[src/common/sdbg_regs.svh]
`ifndef SDBG_REGS_SVH
`define SDBG_REGS_SVH

// ----------------------------------------------------------------------
// Register byte addresses
// ----------------------------------------------------------------------
`define SDBG_ADDR_DATA     8'h18
`define SDBG_ADDR_BAUD     8'h1c
`define SDBG_ADDR_OPTION   8'h20
`define SDBG_ADDR_STATUS   8'h24
`define SDBG_ADDR_IRQ_STAT 8'h28
`define SDBG_ADDR_IRQ_CLR  8'h2c
`define SDBG_ADDR_IRQ_EN   8'h30

// ----------------------------------------------------------------------
// Field positions
// ----------------------------------------------------------------------
`define SDBG_BAUD_PSEL_HI  5
`define SDBG_BAUD_PSEL_LO  4
`define SDBG_BAUD_RSEL_HI  2
`define SDBG_BAUD_RSEL_LO  0
`define SDBG_OPT_SRC_BIT   0
`define SDBG_STAT_TXE_BIT  7
`define SDBG_STAT_RXF_BIT  5
`define SDBG_IRQ_RXF_BIT   0
`define SDBG_IRQ_TXE_BIT   1

// ----------------------------------------------------------------------
// Reset values
// ----------------------------------------------------------------------
`define SDBG_RST_PSEL      2'h0
`define SDBG_RST_RSEL      3'h0
`define SDBG_RST_SRC       1'h0
`define SDBG_RST_TXE       1'h1
`define SDBG_RST_RXF       1'h0
`define SDBG_RST_IRQ       2'h0

// ----------------------------------------------------------------------
// Divider constants
// ----------------------------------------------------------------------
`define SDBG_PD_CODE0      4'h1
`define SDBG_PD_CODE1      4'h3
`define SDBG_PD_CODE2      4'h4
`define SDBG_PD_CODE3      4'hd
`define SDBG_POST_LAST     6'h3f
`define SDBG_POST_X16_MASK 6'h03
`define SDBG_POST_X32_MASK 6'h01

`endif

[src/common/sdbg_pkg.sv]
package sdbg_pkg;

  typedef logic [1:0] sdbg_psel_t;
  typedef logic [2:0] sdbg_rsel_t;
  typedef logic [7:0] sdbg_byte_t;

  typedef enum logic {
    sdbg_src_bus,
    sdbg_src_crystal
  } sdbg_src_t;

endpackage : sdbg_pkg

[src/common/sdbg_div_if.sv]
`timescale 1ns/1ps

interface sdbg_div_if;
  import sdbg_pkg::*;

  sdbg_psel_t psel;
  sdbg_rsel_t rsel;
  logic       src_tick;
  logic       tick_x32;
  logic       tick_x16;
  logic       bit_tick;

  modport ctrl (
    output psel,
    output rsel,
    output src_tick,
    input  tick_x32,
    input  tick_x16,
    input  bit_tick
  );

  modport div (
    input  psel,
    input  rsel,
    input  src_tick,
    output tick_x32,
    output tick_x16,
    output bit_tick
  );
endinterface : sdbg_div_if

[src/logic/sdbg_baud_div.sv]
`timescale 1ns/1ps
`include "sdbg_regs.svh"

module sdbg_baud_div
  import sdbg_pkg::*;
(
  // Clock and reset
  input wire logic sys_clk,
  input wire logic rst,
  // Divider link
  sdbg_div_if.div  dv
);

  logic [3:0] pre_cnt_reg;
  logic [3:0] pre_cnt_next;
  logic [7:0] rate_cnt_reg;
  logic [7:0] rate_cnt_next;
  logic [5:0] post_cnt_reg;
  logic [5:0] post_cnt_next;
  logic       x32_reg;
  logic       x32_next;
  logic       x16_reg;
  logic       x16_next;
  logic       bit_reg;
  logic       bit_next;
  logic [3:0] pd;
  logic [7:0] bd;
  logic       pre_tick;
  logic       rate_tick;

  // ----------------------------------------------------------------------
  // Divider chain
  // ----------------------------------------------------------------------
  always_comb begin
    unique case (dv.psel)
      2'h0: pd = `SDBG_PD_CODE0; // RL7
      2'h1: pd = `SDBG_PD_CODE1; // RL7
      2'h2: pd = `SDBG_PD_CODE2; // RL7
      2'h3: pd = `SDBG_PD_CODE3; // RL7
    endcase
    bd = 8'h01 << dv.rsel; // RL9
    pre_tick = dv.src_tick && (pre_cnt_reg >= pd - 4'h1);
    rate_tick = pre_tick && (rate_cnt_reg >= bd - 8'h01);
    pre_cnt_next = pre_cnt_reg;
    rate_cnt_next = rate_cnt_reg;
    post_cnt_next = post_cnt_reg;
    if (dv.src_tick) begin
      pre_cnt_next = pre_tick ? 4'h0 : pre_cnt_reg + 4'h1;
    end
    if (pre_tick) begin
      rate_cnt_next = rate_tick ? 8'h00 : rate_cnt_reg + 8'h01;
    end
    if (rate_tick) begin
      post_cnt_next = post_cnt_reg + 6'h01;
    end
    x32_next = rate_tick &&
      ((post_cnt_reg & `SDBG_POST_X32_MASK) == `SDBG_POST_X32_MASK);
    x16_next = rate_tick &&
      ((post_cnt_reg & `SDBG_POST_X16_MASK) == `SDBG_POST_X16_MASK); // RL15
    bit_next = rate_tick && (post_cnt_reg == `SDBG_POST_LAST); // RL10
  end

  always_ff @(posedge sys_clk) begin
    if (rst) begin
      pre_cnt_reg  <= 4'h0;
      rate_cnt_reg <= 8'h00;
      post_cnt_reg <= 6'h00;
      x32_reg      <= 1'b0;
      x16_reg      <= 1'b0;
      bit_reg      <= 1'b0;
    end else begin
      pre_cnt_reg  <= pre_cnt_next;
      rate_cnt_reg <= rate_cnt_next;
      post_cnt_reg <= post_cnt_next;
      x32_reg      <= x32_next;
      x16_reg      <= x16_next;
      bit_reg      <= bit_next;
    end
  end

  assign dv.tick_x32 = x32_reg;
  assign dv.tick_x16 = x16_reg;
  assign dv.bit_tick = bit_reg;

endmodule : sdbg_baud_div

[src/logic/sdbg_top.sv]
// What this block does
// RL1 - One byte-wide data buffer at 18h links the bus to both shifters.
// RL2 - A data buffer read returns the last received byte, read-only.
// RL3 - A data buffer write loads the next byte to send, sparing the rx byte.
// RL4 - Reset leaves both bytes of the data buffer unchanged.
// RL5 - Software should not use read-modify-write on the data buffer.
// RL6 - One baud-select register sets the rate for both directions.
// RL7 - The prescale field picks a divisor of 1, 3, 4 or 13 for codes 0 to 3.
// RL8 - Reset clears the prescale field; both its bits stay read-write.
// RL9 - The rate field picks a divisor of two to its value and resets to 0.
// RL10 - The bit rate is the source clock over 64 times both divisors.
// RL11 - An option bit selects the bus clock or crystal reference as source.
// RL12 - The system keeps the bus clock at least 32 times the bit rate.
// RL13 - A data write after a status read that saw tx empty clears it.
// RL14 - A data read after a status read that saw rx full clears it.
// RL15 - A 16x tick runs at the source over 4 times both divisors.
`timescale 1ns/1ps
`include "sdbg_regs.svh"

module sdbg_top
  import sdbg_pkg::*;
(
  // Clock and reset
  input  wire logic        sys_clk,
  input  wire logic        rst,
  // Avalon-MM slave
  input  wire logic [7:0]  avs_address,
  input  wire logic        avs_read,
  input  wire logic        avs_write,
  input  wire logic [31:0] avs_writedata,
  input  wire logic [3:0]  avs_byteenable,
  output      logic [31:0] avs_readdata,
  output      logic        avs_waitrequest,
  // Clock source
  input  wire logic        crystal_ref_clock,
  // Shift register side
  input  wire logic        rx_load,
  input  wire logic [7:0]  rx_shift_byte,
  input  wire logic        tx_take,
  output      logic [7:0]  tx_byte_bits,
  output      logic        tx_pending,
  // Baud ticks
  output      logic        baud_tick_x32,
  output      logic        baud_tick_x16,
  output      logic        baud_bit_tick,
  // Interrupt
  output      logic        irq
);

  sdbg_div_if dvi ();

  // ----------------------------------------------------------------------
  // Register state
  // ----------------------------------------------------------------------
  logic        ack_reg;
  logic        ack_next;
  logic [31:0] rdata_reg;
  logic [31:0] rdata_next;
  sdbg_psel_t  psel_reg;
  sdbg_psel_t  psel_next;
  sdbg_rsel_t  rsel_reg;
  sdbg_rsel_t  rsel_next;
  sdbg_src_t   src_reg;
  sdbg_src_t   src_next;
  logic        txe_reg;
  logic        txe_next;
  logic        rxf_reg;
  logic        rxf_next;
  logic        tx_arm_reg;
  logic        tx_arm_next;
  logic        rx_arm_reg;
  logic        rx_arm_next;
  logic [1:0]  irq_stat_reg;
  logic [1:0]  irq_stat_next;
  logic [1:0]  irq_en_reg;
  logic [1:0]  irq_en_next;
  sdbg_byte_t  rx_byte_reg;
  sdbg_byte_t  rx_byte_next;
  sdbg_byte_t  tx_byte_reg;
  sdbg_byte_t  tx_byte_next;
  logic        xtal_reg;
  logic        xtal_prev_reg;
  logic        acc_rd;
  logic        acc_wr;
  logic        lane0;
  logic [1:0]  irq_ev;
  logic        wr_data;
  logic        rd_data;
  logic        rd_status;

  // ----------------------------------------------------------------------
  // Bus handshake
  // ----------------------------------------------------------------------
  assign avs_waitrequest = (avs_read || avs_write) && !ack_reg;
  assign acc_rd = avs_read && ack_reg;
  assign acc_wr = avs_write && ack_reg;
  assign lane0 = avs_byteenable[0];
  assign wr_data = acc_wr && lane0 && avs_address == `SDBG_ADDR_DATA;
  assign rd_data = acc_rd && avs_address == `SDBG_ADDR_DATA;
  assign rd_status = acc_rd && avs_address == `SDBG_ADDR_STATUS;

  // ----------------------------------------------------------------------
  // Read data
  // ----------------------------------------------------------------------
  always_comb begin
    ack_next = (avs_read || avs_write) && !ack_reg;
    rdata_next = 32'h0000_0000;
    unique case (avs_address)
      `SDBG_ADDR_DATA: rdata_next[7:0] = rx_byte_reg; // RL2
      `SDBG_ADDR_BAUD: begin
        rdata_next[`SDBG_BAUD_PSEL_HI:`SDBG_BAUD_PSEL_LO] = psel_reg; // RL8
        rdata_next[`SDBG_BAUD_RSEL_HI:`SDBG_BAUD_RSEL_LO] = rsel_reg;
      end
      `SDBG_ADDR_OPTION: rdata_next[`SDBG_OPT_SRC_BIT] = src_reg;
      `SDBG_ADDR_STATUS: begin
        rdata_next[`SDBG_STAT_TXE_BIT] = txe_reg;
        rdata_next[`SDBG_STAT_RXF_BIT] = rxf_reg;
      end
      `SDBG_ADDR_IRQ_STAT: rdata_next[1:0] = irq_stat_reg;
      `SDBG_ADDR_IRQ_EN: rdata_next[1:0] = irq_en_reg;
      default: rdata_next = 32'h0000_0000;
    endcase
  end

  always_ff @(posedge sys_clk) begin
    if (rst) begin
      ack_reg   <= 1'b0;
      rdata_reg <= 32'h0000_0000;
    end else begin
      ack_reg   <= ack_next;
      rdata_reg <= rdata_next;
    end
  end

  assign avs_readdata = rdata_reg;

  // ----------------------------------------------------------------------
  // Control registers
  // ----------------------------------------------------------------------
  always_comb begin
    psel_next = psel_reg;
    rsel_next = rsel_reg;
    src_next = src_reg;
    irq_en_next = irq_en_reg;
    if (acc_wr && lane0) begin
      unique case (avs_address)
        `SDBG_ADDR_BAUD: begin
          psel_next =
            avs_writedata[`SDBG_BAUD_PSEL_HI:`SDBG_BAUD_PSEL_LO]; // RL8
          rsel_next =
            avs_writedata[`SDBG_BAUD_RSEL_HI:`SDBG_BAUD_RSEL_LO]; // RL6
        end
        `SDBG_ADDR_OPTION: begin
          src_next = sdbg_src_t'(avs_writedata[`SDBG_OPT_SRC_BIT]); // RL11
        end
        `SDBG_ADDR_IRQ_EN: irq_en_next = avs_writedata[1:0];
        default: irq_en_next = irq_en_reg;
      endcase
    end
  end

  always_ff @(posedge sys_clk) begin
    if (rst) begin
      psel_reg   <= `SDBG_RST_PSEL; // RL8
      rsel_reg   <= `SDBG_RST_RSEL; // RL9
      src_reg    <= sdbg_src_t'(`SDBG_RST_SRC);
      irq_en_reg <= `SDBG_RST_IRQ;
    end else begin
      psel_reg   <= psel_next;
      rsel_reg   <= rsel_next;
      src_reg    <= src_next;
      irq_en_reg <= irq_en_next;
    end
  end

  // ----------------------------------------------------------------------
  // Data buffer
  // ----------------------------------------------------------------------
  always_comb begin
    rx_byte_next = rx_byte_reg;
    tx_byte_next = tx_byte_reg;
    if (rx_load) begin
      rx_byte_next = rx_shift_byte; // RL1
    end
    if (wr_data) begin
      tx_byte_next = avs_writedata[7:0]; // RL3
    end
  end

  always_ff @(posedge sys_clk) begin
    rx_byte_reg <= rx_byte_next; // RL4
    tx_byte_reg <= tx_byte_next; // RL4
  end

  assign tx_byte_bits = tx_byte_reg;

  // ----------------------------------------------------------------------
  // Buffer flags
  // ----------------------------------------------------------------------
  always_comb begin
    txe_next = txe_reg;
    rxf_next = rxf_reg;
    tx_arm_next = tx_arm_reg;
    rx_arm_next = rx_arm_reg;
    if (rd_status) begin
      tx_arm_next = txe_reg;
      rx_arm_next = rxf_reg;
    end
    if (wr_data) begin
      tx_arm_next = 1'b0;
      if (tx_arm_reg) begin
        txe_next = 1'b0; // RL13
      end
    end
    if (rd_data) begin
      rx_arm_next = 1'b0;
      if (rx_arm_reg) begin
        rxf_next = 1'b0; // RL14
      end
    end
    if (tx_take) begin
      txe_next = 1'b1;
    end
    if (rx_load) begin
      rxf_next = 1'b1;
    end
  end

  always_ff @(posedge sys_clk) begin
    if (rst) begin
      txe_reg    <= `SDBG_RST_TXE;
      rxf_reg    <= `SDBG_RST_RXF;
      tx_arm_reg <= 1'b0;
      rx_arm_reg <= 1'b0;
    end else begin
      txe_reg    <= txe_next;
      rxf_reg    <= rxf_next;
      tx_arm_reg <= tx_arm_next;
      rx_arm_reg <= rx_arm_next;
    end
  end

  assign tx_pending = !txe_reg;

  // ----------------------------------------------------------------------
  // Interrupts
  // ----------------------------------------------------------------------
  always_comb begin
    irq_ev = 2'h0;
    irq_ev[`SDBG_IRQ_RXF_BIT] = rx_load;
    irq_ev[`SDBG_IRQ_TXE_BIT] = tx_take;
    irq_stat_next = irq_stat_reg;
    if (acc_wr && lane0 && avs_address == `SDBG_ADDR_IRQ_CLR) begin
      irq_stat_next = irq_stat_reg & ~avs_writedata[1:0];
    end
    irq_stat_next = irq_stat_next | irq_ev;
  end

  always_ff @(posedge sys_clk) begin
    if (rst) begin
      irq_stat_reg <= `SDBG_RST_IRQ;
    end else begin
      irq_stat_reg <= irq_stat_next;
    end
  end

  assign irq = |(irq_stat_reg & irq_en_reg);

  // ----------------------------------------------------------------------
  // Clock source
  // ----------------------------------------------------------------------
  always_ff @(posedge sys_clk) begin
    if (rst) begin
      xtal_reg      <= 1'b0;
      xtal_prev_reg <= 1'b0;
    end else begin
      xtal_reg      <= crystal_ref_clock;
      xtal_prev_reg <= xtal_reg;
    end
  end

  assign dvi.src_tick = (src_reg == sdbg_src_bus) ? 1'b1 :
                        (xtal_reg && !xtal_prev_reg); // RL11
  assign dvi.psel = psel_reg;
  assign dvi.rsel = rsel_reg;

  // ----------------------------------------------------------------------
  // Baud divider
  // ----------------------------------------------------------------------
  sdbg_baud_div u_div (
    .sys_clk (sys_clk),
    .rst     (rst),
    .dv      (dvi.div)
  );

  // ----------------------------------------------------------------------
  // Baud ticks
  // ----------------------------------------------------------------------
  assign baud_tick_x32 = dvi.tick_x32;
  assign baud_tick_x16 = dvi.tick_x16; // RL15
  assign baud_bit_tick = dvi.bit_tick; // RL10

endmodule : sdbg_top

[config.mk]
export PLATFORM = sky130hd
export DESIGN_NAME = sdbg_top
export DESIGN_NICKNAME = d
export VERILOG_FILES = /design/src/common/sdbg_pkg.sv /design/src/common/sdbg_div_if.sv /design/src/logic/sdbg_baud_div.sv /design/src/logic/sdbg_top.sv
export VERILOG_INCLUDE_DIRS = /design/src /design/src/common
export SDC_FILE = /design/constraint.sdc
export NUM_CORES = 1
export LEC_CHECK = 0
export BUFFER_PORTS_ARGS = -buffer_cell sky130_fd_sc_hd__buf_4
export CAP_MARGIN = 25
export CELL_PAD_IN_SITES_DETAIL_PLACEMENT = 0
export CELL_PAD_IN_SITES_GLOBAL_PLACEMENT = 2
export CORE_MARGIN = 2
export CORE_UTILIZATION = 27
export CTS_BUF_LIST = sky130_fd_sc_hd__clkbuf_2
export DETAILED_ROUTE_END_ITERATION = 8
export GPL_ROUTABILITY_DRIVEN = 0
export PLACE_DENSITY = 0.85
export SYNTH_ARGS = -nofsm -noshare
export SYNTH_HDL_FRONTEND = slang
export SYNTH_SLANG_ARGS = --single-unit
[constraint.sdc]
create_clock -name sys_clk -period 2.1 [get_ports sys_clk]
set_input_delay 0.42 -clock sys_clk [delete_from_list [all_inputs] [get_ports sys_clk]]
set_output_delay 0.42 -clock sys_clk [all_outputs]
set_load 0.02 [all_outputs]
==> run summary <==
Top FF cell, synth: dfxtp_1
Seq pwr share: 51.6%
global-route wire length before repair: 11500 um
Lkg Pwr: 1.67 nW
DRT antenna net count: 0
Setup crit end kind: flip-flop
DRC Markers: 0
Filler cells: 1158
placed insts: 525
fin crit period: 2.18 ns
# Max-Cap Violations: 0
clk_skew: 0.0257 ns
status: complete, but fails checks
power share of the clock group: 39.3%
mapped cell area: 3080 um^2
Antenna Cells: 0
die area: 12300 um^2
yosys warns: 0
clock sink total: 62
1st-pass router iterations: 4
largest net degree at the start of global routing: 31
DP Area: 3690 um^2
Setup CP Type: reg2reg
CTS tree: built
Worst Tran Pin Value: 0.515 ns
Core Region: 11300 um^2
failing checks: setup timing
Arr. time, crit path: 2.59 ns
internal power: 1.86 mW
Yosys cell types: 52
Detailed Route WL: 6970 um
latest clock arrival within the worst-skew pair: 0.50 ns
Reg clk slew, reported paths: 0.19 ns
Total GRT Usage: 11.7%
CTS root buffer: clkbuf_2
Peak VDD IR: 0.322 mV
most common cell after layout, fill and taps aside: buf_4
Bufs on Longest Clock Path: 2
Layout Nets: 474
Initial Util: 27.3%
Worst Path Required: 2.51 ns
Post-synth ARST share: 0%
CP max stage cell: or3_1
grt ovf: 0
Period Utilization, post-route: 104%
RSZ-0062 raised after global routing: yes
Iter 0 DRT Violations: 59
final core utilization: 35.1%
CTS Buf Count: 9
layout cells sized above 1: 29.0%
non-filler instance count after layout: 546
combinational power share: 9.1%
final slew viol count: 0
drt via density: 4.58
PD cells: 623 nW/um^2
Mean Syn Cell Area: 9.51 um^2
design area: 3950 um^2
Final Hold Viols: 0
WL/cell: 12.8 um
endpoints failing setup: 11
area growth from synthesis to final layout: 28.3%
EDFF count, synth: 16
register bit total from synthesis: 62
worst-path cell chain: or3_1 > ha_1 > nand2b_4 > a2111oi_4 > o31a_1 > nor2_1 > a31o_2
initial antenna violation count: 0
Critical Path Max Stage Delay: 0.37 ns
vias in the first global route: 2386
Port Buffers: 53
NetSw: 0.603 mW
fmax: 460 MHz
relative slew slack: 65.6%
Startpoint Class: flip-flop
Die H: 111 um
Die W: 111 um
gate count of the mapped netlist: 324
H-tree depth: 3
Placement Rows: 39
Detailed Place HPWL: 5200 um
worst min path class: in2reg
register area share after synthesis: 45.5%
Final WS setup: -0.0752 ns
most frequent cells in the layout: 70 x buf_4, 43 x dfxtp_1, 28 x nor2_1, 25 x conb_1, 21 x nand2_1
detailed-route via count: 2501
Top Ports: 105
CP max FO: 4
sw frac: 24.5%
==> final cells by class <==
cell class | count | area (um^2) | area share [%]
well taps | 143 | 179 | 4.53
multi-input cells | 235 | 1560 | 39.4
inverters | 14 | 52.6 | 1.33
flip-flops and latches | 62 | 1410 | 35.5
clock inverters | 6 | 110 | 2.79
repair buffers | 76 | 598 | 15.1
clock buffers | 10 | 50.0 | 1.27
==> cells by family (layout without fill, tap and decap cells) <==
| logic type | Yosys count | count (layout) | synth area share, % |
|---|---|---|---|
| xor gates and xnor gates | 3 | 3 | 0.853 |
| adders and majority gates | 17 | 17 | 6.90 |
| AOI/OAI and AO/OA | 55 | 55 | 11.9 |
| and+or+nand+nor | 122 | 122 | 21.4 |
| muxes | 13 | 13 | 4.22 |
| DFF | 62 | 62 | 45.5 |
| buffers and inverters | 50 | 106 | 9.05 |
| other | 2 | 25 | 0.244 |
==> routing by layer <==
layer  track usage [%]  wire length, um  up-vias
met4              4.00               64        0
met2              18.2             3310       57
met5                 0                0        -
li1                  -                -     1272
met1              15.2             3250     1165
met3              4.05              347        7
==> stage by stage <==
stage                     power, mW  worst slack [ns]   TNS, ns  hold WS, ns
after floorplan                1.45          -0.00656  -0.00656        0.431
after global placement         1.50          -0.00570  -0.00985        0.439
after detailed placement       1.51           -0.0373    -0.164        0.452
after CTS                      2.49           -0.0930    -0.733      0.00558
after global routing           2.59            -0.219     -2.27      0.00393
final                          2.46           -0.0752    -0.402       0.0775
==> cells in the mapped netlist, drive strengths merged, types with 2 or more instances <==
| cell type | count | area [um^2] |
|---|---|---|
| a21o | 3 | 22.5 |
| a21oi | 22 | 110 |
| a311oi | 2 | 17.5 |
| a31o | 6 | 52.6 |
| and3 | 5 | 36.3 |
| buf | 26 | 189 |
| clkbuf | 10 | 37.5 |
| conb | 2 | 7.51 |
| dfxtp | 46 | 921 |
| edfxtp | 16 | 480 |
| ha | 17 | 213 |
| inv | 14 | 52.6 |
| mux2i | 13 | 130 |
| nand2 | 21 | 78.8 |
| nand2b | 4 | 25.0 |
| nand3 | 21 | 110 |
| nand3b | 2 | 15.0 |
| nand4 | 7 | 43.8 |
| nor2 | 28 | 105 |
| nor2b | 5 | 31.3 |
| nor3 | 12 | 71.3 |
| nor3b | 3 | 22.5 |
| nor4 | 7 | 65.1 |
| o21a | 2 | 15.0 |
| o21ai | 7 | 35.0 |
| o31ai | 2 | 15.0 |
| or4 | 4 | 33.8 |
| xor2 | 2 | 17.5 |
==> final timing paths <==
kind | startpoint | endpoint | slack (ns) | depth (start not counted)
max | dvi.rsel[1]$_SDFFE_PP0P_ | u_div.post_cnt_reg[5]$_SDFFE_PP0P_ | -0.08 | 7
min | rx_shift_byte[4] | rx_byte_reg[4]$_DFFE_PP_ | 0.08 | 1
max reg2reg | dvi.rsel[1]$_SDFFE_PP0P_ | u_div.post_cnt_reg[5]$_SDFFE_PP0P_ | -0.08 | 7
min reg2reg | rx_arm_reg$_SDFFE_PP0P_ | rx_arm_reg$_SDFFE_PP0P_ | 0.47 | 2
==> power groups by stage <==
stage	Combinational [mW]	Sequential, mW	Clock [mW]
after floorplan	0.156	1.29	0
after global placement	0.208	1.30	0
after detailed placement	0.210	1.30	0
after CTS	0.217	1.27	1.01
after global routing	0.245	1.28	1.07
final	0.224	1.27	0.967
==> repair_timing <==
action                                  in CTS  in global routing
hold buffers                                 0                  3
endpoints found under the setup margin      14                 20
pin swaps                                    1                  5
hold endpoints to repair                     0                  3
resized for setup                           10                  9
buffers inserted                             1                  1
==> worst max-delay path, delay by kind of cell, from the launching register on <==
| kind | cells | cell delay, ns |
|---|---|---|
| AO/OA/AOI/OAI | 3 | 0.81 |
| adder cells (fa/ha/maj) | 1 | 0.28 |
| flip-flops | 1 | 0.35 |
| AND/OR/NAND/NOR | 3 | 0.64 |
Power figures use the tool's default switching activity.
